$ cat config.mk
export PLATFORM = sky130hd
export DESIGN_NAME = port_prio_tag_ctrl
export DESIGN_NICKNAME = d
export VERILOG_FILES = /design/src/port_prio_tag_pkg.sv /design/src/port_prio_tag_ctrl.sv
export SDC_FILE = /design/constraint.sdc
export NUM_CORES = 1
export LEC_CHECK = 0
export ABC_AREA = 1
export BUFFER_PORTS_ARGS = -buffer_cell sky130_fd_sc_hd__buf_4
export CAP_MARGIN = 40
export CORE_ASPECT_RATIO = 0.6
export CORE_MARGIN = 10
export CORE_UTILIZATION = 60
export CTS_BUF_LIST = sky130_fd_sc_hd__clkbuf_8 sky130_fd_sc_hd__clkbuf_16
export DETAILED_ROUTE_END_ITERATION = 8
export PLACE_DENSITY = 0.86
export SYNTH_ARGS = -nofsm -noshare
export SYNTH_HDL_FRONTEND = slang
export SYNTH_SLANG_ARGS = --single-unit
export TNS_END_PERCENT = 20
$ cat constraint.sdc
create_clock -name clock_i -period 5.5 [get_ports clock_i]
set_clock_uncertainty 0.05 [all_clocks]
set_input_delay 0.275 -clock clock_i [delete_from_list [all_inputs] [get_ports clock_i]]
set_output_delay 0.275 -clock clock_i [all_outputs]
set_load 0.005 [all_outputs]
$ cat src/port_prio_tag_pkg.sv
/*
 Constants for the per-port priority and tag control bank.
 Assumes one byte-wide register per word; byte address is four times the index.
*/
package port_prio_tag_pkg;
    localparam int NUM_PORTS = 5;
    localparam int ADDR_W = 10;
    localparam int DATA_W = 8;
    localparam int PORT_W = 3;
    localparam int PRIO_W = 2;
    localparam int VID_W = 12;
    localparam int IDX_W = 8;
    // Register indexes, first port and step between ports
    localparam logic [IDX_W-1:0] CTRL_IDX_FIRST = 8'h10;
    localparam logic [IDX_W-1:0] CTRL_IDX_STEP = 8'h10;
    localparam logic [IDX_W-1:0] SPLIT_IDX_FIRST = 8'hB1;
    localparam logic [IDX_W-1:0] SPLIT_IDX_STEP = 8'h10;
    localparam logic [1:0] LANE_ZERO = 2'h0;
    // Port numbering on the fabric side
    localparam logic [PORT_W-1:0] PORT_FIRST = 3'h1;
    localparam logic [PORT_W-1:0] PORT_LAST = 3'h5;
    // Control register fields
    localparam int STORM_BIT = 7;
    localparam int DSCP_EN_BIT = 6;
    localparam int DOT1P_EN_BIT = 5;
    localparam int DEF_PRIO_HI = 4;
    localparam int DEF_PRIO_LO = 3;
    localparam int INSERT_BIT = 2;
    localparam int REMOVE_BIT = 1;
    localparam int SPLIT_LO_BIT = 0;
    // Companion register field
    localparam int SPLIT_HI_BIT = 1;
    localparam logic [DATA_W-1:0] CTRL_RESET = 8'h00;
    localparam logic SPLIT_RESET = 1'h0;
    localparam logic [DATA_W-1:0] READ_ZERO = 8'h00;
    localparam logic [PRIO_W-1:0] QUEUE_ZERO = 2'h0;
    localparam logic [VID_W-1:0] VID_ZERO = 12'h000;
    // Output queue split codes
    typedef enum logic [1:0] {
        SPLIT_ONE = 2'b00,
        SPLIT_TWO = 2'b01,
        SPLIT_FOUR = 2'b10,
        SPLIT_RSVD = 2'b11
    } split_mode_t;
endpackage
$ cat src/port_prio_tag_ctrl.sv
/*
 Per-port priority classification and egress tag control register bank.
 Fabric requests come from logic on clock_i; register port is synchronous.
*/
// The address-and-strobe port was left to the implementer.
// Contract
// - Control bit 6 enables DiffServ priority classification on ingress.
// - Control bit 5 enables 802.1p priority classification on ingress.
// - Bits 4-3 give default queue when no classifier enabled or hits.
// - Both classifiers may be on; their results are ORed, overriding default.
// - Bit 2 adds tag with ingress port default VLAN to untagged frames.
// - Insertion never adds a second tag to already tagged frames.
// - Bit 1 strips tag from frames that arrived tagged.
// - Removal leaves frames that arrived untagged unaltered.
// - Split code is companion bit 1 over control bit 0; 11 reserved.
// - Single queue setting sends everything through queue zero.
// - Both registers repeat per port 1 to 5 at own addresses.
// - Control bit 7 enables broadcast storm protection for the port.
`timescale 1ns/100ps
module port_prio_tag_ctrl
    import port_prio_tag_pkg::*;
(
    // Clock and reset
    input wire logic clock_i,
    input wire logic resetn_i,
    // Register port
    input wire logic [ADDR_W-1:0] reg_addr_i,
    input wire logic [DATA_W-1:0] reg_wdata_i,
    input wire logic reg_wr_i,
    input wire logic reg_rd_i,
    output logic [DATA_W-1:0] reg_rdata_o,
    // Ingress classification request
    input wire logic class_req_i,
    input wire logic [PORT_W-1:0] class_port_i,
    input wire logic dscp_hit_i,
    input wire logic [PRIO_W-1:0] dscp_prio_i,
    input wire logic dot1p_hit_i,
    input wire logic [PRIO_W-1:0] dot1p_prio_i,
    output logic class_valid_o,
    output logic [PRIO_W-1:0] class_prio_o,
    // Egress request
    input wire logic egr_req_i,
    input wire logic [PORT_W-1:0] egr_port_i,
    input wire logic [PRIO_W-1:0] egr_prio_i,
    input wire logic arrived_tagged_i,
    input wire logic [VID_W-1:0] port_default_vlan_id_i,
    output logic egr_valid_o,
    output logic [PRIO_W-1:0] egr_queue_o,
    output logic insert_tag_o,
    output logic strip_tag_o,
    output logic [VID_W-1:0] tag_vid_o,
    // Per-port storm protection enables, bit 0 is port 1
    output logic [NUM_PORTS-1:0] storm_protect_o
);

    // Port number to slot; valid flag on top
    function automatic logic [PORT_W:0] port_slot(input logic [PORT_W-1:0] p);
        logic ok;
        ok = (p >= PORT_FIRST) && (p <= PORT_LAST);
        return {ok, ok ? PORT_W'(p - PORT_FIRST) : {PORT_W{1'b0}}};
    endfunction

    // Byte address to {hit, companion, slot}
    function automatic logic [PORT_W+1:0] decode(input logic [ADDR_W-1:0] a);
        logic [IDX_W-1:0] idx;
        logic [PORT_W+1:0] res;
        idx = a[ADDR_W-1:2];
        res = '0;
        for (int p = 0; p < NUM_PORTS; p++) begin
            if (a[1:0] == LANE_ZERO) begin
                if (idx == IDX_W'(CTRL_IDX_FIRST + CTRL_IDX_STEP * IDX_W'(p))) begin
                    res = {1'b1, 1'b0, PORT_W'(p)};
                end
                if (idx == IDX_W'(SPLIT_IDX_FIRST + SPLIT_IDX_STEP * IDX_W'(p))) begin
                    res = {1'b1, 1'b1, PORT_W'(p)};
                end
            end
        end
        return res;
    endfunction

    // Split code and priority to output queue
    function automatic logic [PRIO_W-1:0] map_queue(input logic [1:0] code, input logic [PRIO_W-1:0] pr);
        logic [PRIO_W-1:0] q;
        case (split_mode_t'(code))
            SPLIT_TWO: q = {1'b0, pr[PRIO_W-1]};
            SPLIT_FOUR: q = pr;
            SPLIT_ONE: q = QUEUE_ZERO;
            default: q = QUEUE_ZERO;
        endcase
        return q;
    endfunction

    logic rst_meta;
    logic rst_n;
    logic [DATA_W-1:0] ctrl [NUM_PORTS];
    logic [DATA_W-1:0] next_ctrl [NUM_PORTS];
    logic split_hi [NUM_PORTS];
    logic next_split_hi [NUM_PORTS];
    logic [DATA_W-1:0] next_rdata;
    logic [PORT_W+1:0] dec;
    logic [PORT_W:0] c_sel;
    logic [PORT_W:0] e_sel;
    logic [DATA_W-1:0] c_ctrl;
    logic [DATA_W-1:0] e_ctrl;
    logic [1:0] e_code;
    logic next_class_valid;
    logic [PRIO_W-1:0] next_class_prio;
    logic next_egr_valid;
    logic [PRIO_W-1:0] next_egr_queue;
    logic next_insert;
    logic next_strip;
    logic [VID_W-1:0] next_vid;
    logic [NUM_PORTS-1:0] next_storm;

    // Reset release through two flops
    always_ff @(posedge clock_i or negedge resetn_i) begin
        if (!resetn_i) begin
            rst_meta <= 1'b0;
            rst_n <= 1'b0;
        end else begin
            rst_meta <= 1'b1;
            rst_n <= rst_meta;
        end
    end

    // Register writes and read mux
    always_comb begin
        dec = decode(reg_addr_i);
        next_rdata = READ_ZERO;
        for (int p = 0; p < NUM_PORTS; p++) begin
            next_ctrl[p] = ctrl[p];
            next_split_hi[p] = split_hi[p];
            next_storm[p] = ctrl[p][STORM_BIT];
        end
        if (dec[PORT_W+1] && reg_wr_i) begin
            if (dec[PORT_W]) begin
                next_split_hi[dec[PORT_W-1:0]] = reg_wdata_i[SPLIT_HI_BIT];
            end else begin
                next_ctrl[dec[PORT_W-1:0]] = reg_wdata_i;
                next_storm[dec[PORT_W-1:0]] = reg_wdata_i[STORM_BIT];
            end
        end
        if (dec[PORT_W+1] && reg_rd_i) begin
            if (dec[PORT_W]) begin
                next_rdata[SPLIT_HI_BIT] = split_hi[dec[PORT_W-1:0]];
            end else begin
                next_rdata = ctrl[dec[PORT_W-1:0]];
            end
        end
    end

    // Register state, all zero after reset
    always_ff @(posedge clock_i or negedge rst_n) begin
        if (!rst_n) begin
            for (int p = 0; p < NUM_PORTS; p++) begin
                ctrl[p] <= CTRL_RESET;
                split_hi[p] <= SPLIT_RESET;
            end
            reg_rdata_o <= READ_ZERO;
            storm_protect_o <= '0;
        end else begin
            for (int p = 0; p < NUM_PORTS; p++) begin
                ctrl[p] <= next_ctrl[p];
                split_hi[p] <= next_split_hi[p];
            end
            reg_rdata_o <= next_rdata;
            storm_protect_o <= next_storm;
        end
    end

    // Ingress priority classification
    always_comb begin
        c_sel = port_slot(class_port_i);
        c_ctrl = c_sel[PORT_W] ? ctrl[c_sel[PORT_W-1:0]] : CTRL_RESET;
        next_class_valid = class_req_i;
        next_class_prio = c_ctrl[DEF_PRIO_HI:DEF_PRIO_LO];
        if (c_ctrl[DSCP_EN_BIT] && dscp_hit_i && c_ctrl[DOT1P_EN_BIT] && dot1p_hit_i) begin
            next_class_prio = dscp_prio_i | dot1p_prio_i;
        end else if (c_ctrl[DSCP_EN_BIT] && dscp_hit_i) begin
            next_class_prio = dscp_prio_i;
        end else if (c_ctrl[DOT1P_EN_BIT] && dot1p_hit_i) begin
            next_class_prio = dot1p_prio_i;
        end
    end

    // Egress queue and tag decisions
    always_comb begin
        e_sel = port_slot(egr_port_i);
        e_ctrl = e_sel[PORT_W] ? ctrl[e_sel[PORT_W-1:0]] : CTRL_RESET;
        e_code = {e_sel[PORT_W] & split_hi[e_sel[PORT_W-1:0]], e_ctrl[SPLIT_LO_BIT]};
        next_egr_valid = egr_req_i;
        next_egr_queue = map_queue(e_code, egr_prio_i);
        next_insert = e_ctrl[INSERT_BIT] && !arrived_tagged_i;
        next_strip = e_ctrl[REMOVE_BIT] && arrived_tagged_i;
        next_vid = next_insert ? port_default_vlan_id_i : VID_ZERO;
    end

    // Answer flops, one cycle after the request
    always_ff @(posedge clock_i or negedge rst_n) begin
        if (!rst_n) begin
            class_valid_o <= 1'b0;
            class_prio_o <= QUEUE_ZERO;
            egr_valid_o <= 1'b0;
            egr_queue_o <= QUEUE_ZERO;
            insert_tag_o <= 1'b0;
            strip_tag_o <= 1'b0;
            tag_vid_o <= VID_ZERO;
        end else begin
            class_valid_o <= next_class_valid;
            class_prio_o <= next_class_prio;
            egr_valid_o <= next_egr_valid;
            egr_queue_o <= next_egr_queue;
            insert_tag_o <= next_insert;
            strip_tag_o <= next_strip;
            tag_vid_o <= next_vid;
        end
    end

    logic c_dscp;
    logic c_dot1p;
    assign c_dscp = c_ctrl[DSCP_EN_BIT] && dscp_hit_i;
    assign c_dot1p = c_ctrl[DOT1P_EN_BIT] && dot1p_hit_i;
endmodule

==> results.ini, run 1 <==
[sta]
max_freq_ghz=0.459
fin_setup_tns_ns=0
slew_viol_final=0
finalSetupViolCount=0
layout_setup_ws_ns=3.32
rsz0062_at_grt=false
period_minus_slack_ns=2.18
finalHoldViolations=0
finalCritPeriodShare=0.396

[drt]
wl_um=11500
via_per_inst=5.56
ant_nets=0
first_pass_iters=6
drc=0
wire_per_inst_um=16.0
vias=3993
drt-initial-drc-count=526

[grt]
grt_pass1_wl_um=18500
grtUsageMet1=0.282
met3_usage=0.0744
met2_usage=0.295
grt_max_degree=57
grt-busiest-layer=met2
grt_pass1_vias=3798
antenna_found_initial=0
grtUsageTotal=0.208
overflow=0

[status]
status=finished, final reports clean

[floorplan]
io_pins=84
die_h_um=85.6
fp.dieW_um=129
core-area_mm2=0.00682
initial_core_util=0.631
fp-row-count=23
dieArea_mm2=0.0111

[synthesis]
yosysMostFrequentCell=nand2_1
synth_nets=594
synth.ff_latch_count=80
synth_warnings=0
syn_area_mm2=0.00430
synth_top_area_frac=0.465
synth.area.top_cells=dfrtp_1 47%, nand2_1 12%, inv_1 5.6%
synth_top_cells_by_count=140 x nand2_1, 80 x dfrtp_1, 64 x inv_1
yosysTopAreaCell=dfrtp_1
syn_inst=537
synth_async_sr_flop_share=1.00
yosysSeqAreaShare=0.465
ys.flop_type=dfrtp_1
ys_types=39
synth_area_per_cell_um2=8.01
synth_edf_count=0

[place]
gp_congestion=0.946
dp_slack_ns=3.02
dpl.hpwl_um=8720
io_buffers=83
dp_cells=699

[job]
max_cap_violations=0

[final_layout]
nFillCells=475
drive_gt1_frac=0.247
area_growth_pct=23.3
layout.nets=683
final_util=0.778
instances_no_fill=718
n_antenna_cell=0

[power]
irDropWorstVdd_v=0.000266
p_per_area_mw_per_mm2=256
p_leak_nw=2.85

[clock_tree]
clockRootBuffer=clkbuf_16
clock_latency_ns=0.35
post_cts_buffers=0
cts_buffers=9
cts_tree=yes
clk_pin_slew_ns=0.06
cts.hold.buffers_added=3
htreeDepth=3
cts_max_path_buffers=2
cts.repair.resized=0
clock_sinks=80

[worst_setup_path]
worstSetupPathType=input pin to register
path_max_fanout=11
worstSetupEndpointType=register
startpoint_type=input pin
arrival_ns=2.36
worstPathRequired_ns=5.68

[worst_hold_path]
hold_path.class=input pin to register

==> state kept, by name (all words and copies together) (netlist names) <==
| signal | cells |
|---|---|
| rst_n | 1 |
| split_hi | 5 |
| class_prio_o | 2 |
| ctrl | 40 |
| rst_meta | 1 |
| storm_protect_o | 5 |
| insert_tag_o | 1 |
| tag_vid_o | 12 |
| class_valid_o | 1 |
| reg_rdata_o | 8 |
| egr_valid_o | 1 |
| strip_tag_o | 1 |
| egr_queue_o | 2 |
==> worst max-delay path: stages <==
cell      delay, ns
buf_4          0.08
inv_1          0.06
ha_1           0.17
nand3b_1       0.30
nand2_1        0.34
inv_1          0.21
o21ai_0        0.19
a21oi_1        0.06
a21oi_1        0.13
nand2_1        0.07
nand3_1        0.11
inv_1          0.06
ha_1           0.19
nand2_1        0.05
a21oi_1        0.05
==> cell type report <==
type,instances,area [µm²],area share
Clock buffer,9,225,0.0425
Tap cell,87,109,0.0205
Sequential cell,80,2010,0.378
Clock inverter,7,67.6,0.0127
Inverter,72,270,0.0510
Multi-Input combinational cell,376,1950,0.367
Timing Repair Buffer,87,681,0.128
==> stage by stage <==
step / hold slack, ns / cell area (µm²) / total power [W]
6_report: 0.0799 / 5300 / 0.00136
2_1_floorplan: -0.0706 / 4300 / 0.000719
3_5_place_dp: 0.00966 / 4980 / 0.000794
4_1_cts: 0.0679 / 5300 / 0.00137
5_1_grt: 0.0815 / 5300 / 0.00142
3_3_place_gp: 0.00755 / 4950 / 0.000781
==> cell families (layout without fill, tap and decap cells) <==
logic type / count (synthesis) / in the layout / share of synthesized area
buffers and inverters: 81 / 175 / 0.0823
DFF: 80 / 80 / 0.465
AOI/OAI and AO/OA: 91 / 91 / 0.123
other: 1 / 1 / 0.000872
and+or+nand+nor: 276 / 276 / 0.307
xor gates and xnor gates: 2 / 2 / 0.00407
adders and majority gates: 6 / 6 / 0.0175
==> metal layers <==
layer  up-vias  routed length, µm
met5         -                  0
met4         0                180
met3        21               1530
met2       237               4950
met1      1836               4860
li1       1899                  -
==> final timing paths <==
kind	startpoint	to	slack [ns]	depth (start not counted)
worst min-delay path	egr_prio_i[1]	egr_queue_o[1]$_DFF_PN0_	0.08	3
min in group asynchronous	rst_n$_DFF_PN0_	egr_valid_o$_DFF_PN0_	0.18	0
worst min register to register	rst_n$_DFF_PN0_	egr_valid_o$_DFF_PN0_	0.18	0
max in group asynchronous	rst_n$_DFF_PN0_	egr_queue_o[1]$_DFF_PN0_	4.65	1
worst max register to register	ctrl[32]$_DFFE_PN0P_	egr_queue_o[0]$_DFF_PN0_	4.02	9
worst max-delay path	egr_port_i[1]	egr_queue_o[0]$_DFF_PN0_	3.32	15
==> cell usage in the layout, fill, tap and decap left out, types with 6 or more instances in the layout <==
master | synthesis | final
nand2_1 | 140 | 140
buf_4 | 1 | 83
dfrtp_1 | 80 | 79
inv_1 | 64 | 64
nor2_1 | 51 | 51
o21ai_1 | 42 | 42
nand3_1 | 38 | 38
nand2_2 | 12 | 12
a21oi_1 | 12 | 12
o21ai_0 | 11 | 11
clkbuf_16 | 0 | 9
or2_2 | 8 | 8
inv_2 | 7 | 7
nand2_4 | 7 | 7
o21ai_2 | 7 | 7
o211ai_1 | 6 | 6
ha_1 | 6 | 6
==> report_power, final <==
part,leakage [nW],internal [W],total (W),switching [W]
sequential,1.10,0.000606,0.000618,0.0000126
clock,0.133,0.000314,0.000572,0.000258
combinational,1.62,0.0000710,0.000169,0.0000977
total,2.85,0.000990,0.00136,0.000369
No activity file was read; power rests on OpenSTA's default activity.
==> run 2, diff against run 1 <==
Settings changed: ABC_AREA 1 to 0, CORE_UTILIZATION 60 to 55, PLACE_DENSITY 0.86 to 0.8.
Clock period 5.5 ns to 2.2 ns, I/O delays scaled along.
==> run 2 against run 1 <==
Against the previous run:
- hold slack got worse by 0.060 ns
- critical path depth fell by 8
- synthesized cell count fell by 35%
- wire length is 5.1% higher
- final cell count decreased by 19%
- combinational power rose by 140%
- setup slack got worse by 3.3 ns
- critical path type is now register to register
- critical endpoint is now class_prio_o[0]$_DFF_PN0_
==> results.ini, run 2 <==
[synthesis]
synth_warnings=0  ; unchanged
synth.ff_latch_count=80  ; unchanged
yosysTopAreaCell=dfrtp_1  ; unchanged
synth_nets=408  ; was 594
synth_edf_count=0  ; unchanged
ys_types=57  ; was 39
synth_async_sr_flop_share=1.00  ; unchanged
synth.area.top_cells=dfrtp_1 49%, mux2_2 15%, mux2i_1 3.9%  ; was dfrtp_1 47%, nand2_1 12%, inv_1 5.6%
syn_inst=351  ; was 537
syn_area_mm2=0.00406  ; was 0.00430 mm²
ys.flop_type=dfrtp_1  ; unchanged
synth_area_per_cell_um2=11.6  ; was 8.01 µm²
synth_top_cells_by_count=80 x dfrtp_1, 53 x mux2_2, 24 x nor2_1  ; was 140 x nand2_1, 80 x dfrtp_1, 64 x inv_1
synth_top_area_frac=0.493  ; was 0.465
yosysMostFrequentCell=dfrtp_1  ; was nand2_1
yosysSeqAreaShare=0.493  ; was 0.465

[final_layout]
area_growth_pct=37.2  ; was 23.3%
final_util=0.773  ; was 0.778
layout_commonest_cell=buf_4  ; was nand2_1
layout.nets=541  ; was 683
postLayoutCellArea_mm2=0.00557  ; was 0.00530 mm²
layout_common_cells=105 x buf_4, 79 x dfrtp_1, 53 x mux2_2, 26 x dlygate4sd3_1, 24 x nor2_1  ; was 140 x nand2_1, 83 x buf_4, 79 x dfrtp_1, 64 x inv_1, 51 x nor2_1
regMostFlops=ctrl  ; unchanged
regArea_mm2=0.00201  ; unchanged
largestRegisters=ctrl (40), tag_vid_o (12), reg_rdata_o (8)  ; unchanged
largest_reg_flops=40  ; unchanged
multi_input_area_mm2=0.00199  ; was 0.00195 mm²
drive_gt1_frac=0.398  ; was 0.247
nFillCells=431  ; was 475

[grt]
grt_max_degree=50  ; was 57
grt_pass1_wl_um=19100  ; was 18,500 µm
overflow=0  ; unchanged
antenna_found_initial=0  ; unchanged
grtUsageTotal=0.219  ; was 0.208
grt_pass1_vias=3499  ; was 3,798

[power]
irDropWorstVdd_v=0.000602  ; was 0.000266 V
p_leak_nw=2.71  ; was 2.85 nW
p_per_area_mw_per_mm2=612  ; was 256 mW/mm²

[sta]
hold_ws_ns=0.0202  ; was 0.0799 ns
period_minus_slack_ns=2.15
slew_headroom=0.466
slew_viol_final=0  ; unchanged
fin_setup_tns_ns=0  ; unchanged
finalCritPeriodShare=0.977
worstMarginPinSlew_ns=0.793
max_freq_ghz=0.465
finalSetupViolCount=0  ; unchanged
finalHoldViolations=0  ; unchanged

[place]
gp_congestion=0.968  ; was 0.946
io_buffers=83  ; unchanged
place_area_mm2=0.00500  ; was 0.00498 mm²
dpl.hpwl_um=8380  ; was 8720 µm

[clock_tree]
cts_tree=yes  ; unchanged
clock_sinks=80  ; unchanged
cts_max_path_buffers=2  ; unchanged
htreeDepth=3  ; unchanged
clockRootBuffer=clkbuf_16  ; unchanged
clock_latency_ns=0.34  ; was 0.35 ns
post_cts_buffers=0  ; unchanged
clk_pin_slew_ns=0.06  ; about the same
cts_buffers=9  ; unchanged

[drt]
drc=0  ; unchanged
ant_nets=0  ; unchanged
drt-initial-drc-count=430  ; was 526
first_pass_iters=5  ; was 6
via_per_inst=6.11  ; was 5.56
wire_per_inst_um=20.9  ; was 16.0 µm
vias=3541  ; was 3,993
wl_um=12100  ; was 11,500 µm

[floorplan]
dieArea_mm2=0.0113  ; was 0.0111 mm²
initial_core_util=0.564  ; was 0.631
fp-row-count=24  ; was 23
core-area_mm2=0.00721  ; was 0.00682 mm²
die_h_um=86.6  ; was 85.6 µm
io_pins=84  ; unchanged
fp.dieW_um=131  ; was 129 µm

[worst_setup_path]
worstPathRequired_ns=2.36  ; was 5.68 ns
worstSetupPathType=register to register  ; was input pin to register
arrival_ns=2.31  ; was 2.36 ns
worstSetupEndpointType=register  ; unchanged
path_max_fanout=4  ; was 11
startpoint_type=register  ; was input pin

[status]
status=finished, final reports clean  ; unchanged

[worst_hold_path]
hold_path.class=input pin to register  ; unchanged

[job]
max_cap_violations=0  ; unchanged

## run 2: routing by layer
layer,part of all wire,routed length [µm],global-route usage,vias up
li1,-,-,-,1568
met1,0.41,5010,0.289,1755
met2,0.47,5630,0.331,199
met3,0.11,1310,0.0793,19
met4,0.013,159,0.0603,0
met5,0,0,0,-
## run 2: worst max-delay path: stages (launching register included)
cell,delay (ns)
dfrtp_1,0.42
mux2_2,0.28
o22ai_1,0.12
and2_0,0.17
o21ai_2,0.10
a32oi_1,0.20
dlygate4sd3_1,0.58
nand2_1,0.09
## run 2: area by class of cell
cell class	instances	share of cell area
clock buffers	9	0.0404
repair buffers	136	0.206
multi-input cells	251	0.358
inverters	6	0.00404
clock inverters	6	0.0112
well taps	91	0.0204
flip-flops and latches	80	0.360
diodes	1	0.000449
## run 2: timing repair
| item | 4_1_cts | 5_1_grt |
|---|---|---|
| hold endpoints to repair | 42 | 0 |
| gates resized for setup | 0 | 3 |
| endpoints found under the setup margin | 0 | 1 |
| hold buffers | 26 | 0 |
## run 2: final timing paths
path / start / endpoint / slack [ns] / depth (start not counted)
min in group asynchronous: resetn_i / rst_n$_DFF_PN0_ / 0.04 / 2
max in group asynchronous: rst_n$_DFF_PN0_ / ctrl[6]$_DFFE_PN0P_ / 1.19 / 1
max: ctrl[13]$_DFFE_PN0P_ / class_prio_o[0]$_DFF_PN0_ / 0.05 / 7
max reg2reg: ctrl[13]$_DFFE_PN0P_ / class_prio_o[0]$_DFF_PN0_ / 0.05 / 7
min: reg_wdata_i[3] / ctrl[3]$_DFFE_PN0P_ / 0.02 / 2
min reg2reg: rst_meta$_DFF_PN0_ / rst_n$_DFF_PN0_ / 0.31 / 0
## run 2: per-stage QoR
step	cells	setup slack, ns	power, W
floorplan	351	-0.0944	0.00173
global placement	538	0.0814	0.00191
detailed placement	538	0.0755	0.00192
CTS	579	0.0901	0.00341
global route	579	-0.0240	0.00351
finish	580	0.0517	0.00341
## run 2: logic make-up (layout without fill, tap and decap cells)
group | count (synthesis) | in the layout | synth area share
AOI/OAI and AO/OA | 72 | 72 | 0.122
DFF | 80 | 80 | 0.493
other | 1 | 2 | 0.000923
muxes | 70 | 70 | 0.189
buffers and inverters | 20 | 157 | 0.0240
and+or+nand+nor | 96 | 96 | 0.140
xor gates and xnor gates | 6 | 6 | 0.0129
adders and majority gates | 6 | 6 | 0.0185
## run 2: report_power, final
group	total, W	internal [W]	switching (W)	leakage (nW)
sequential	0.00154	0.00150	0.0000379	1.10
clock	0.00146	0.000867	0.000588	0.139
combinational	0.000413	0.000208	0.000205	1.47
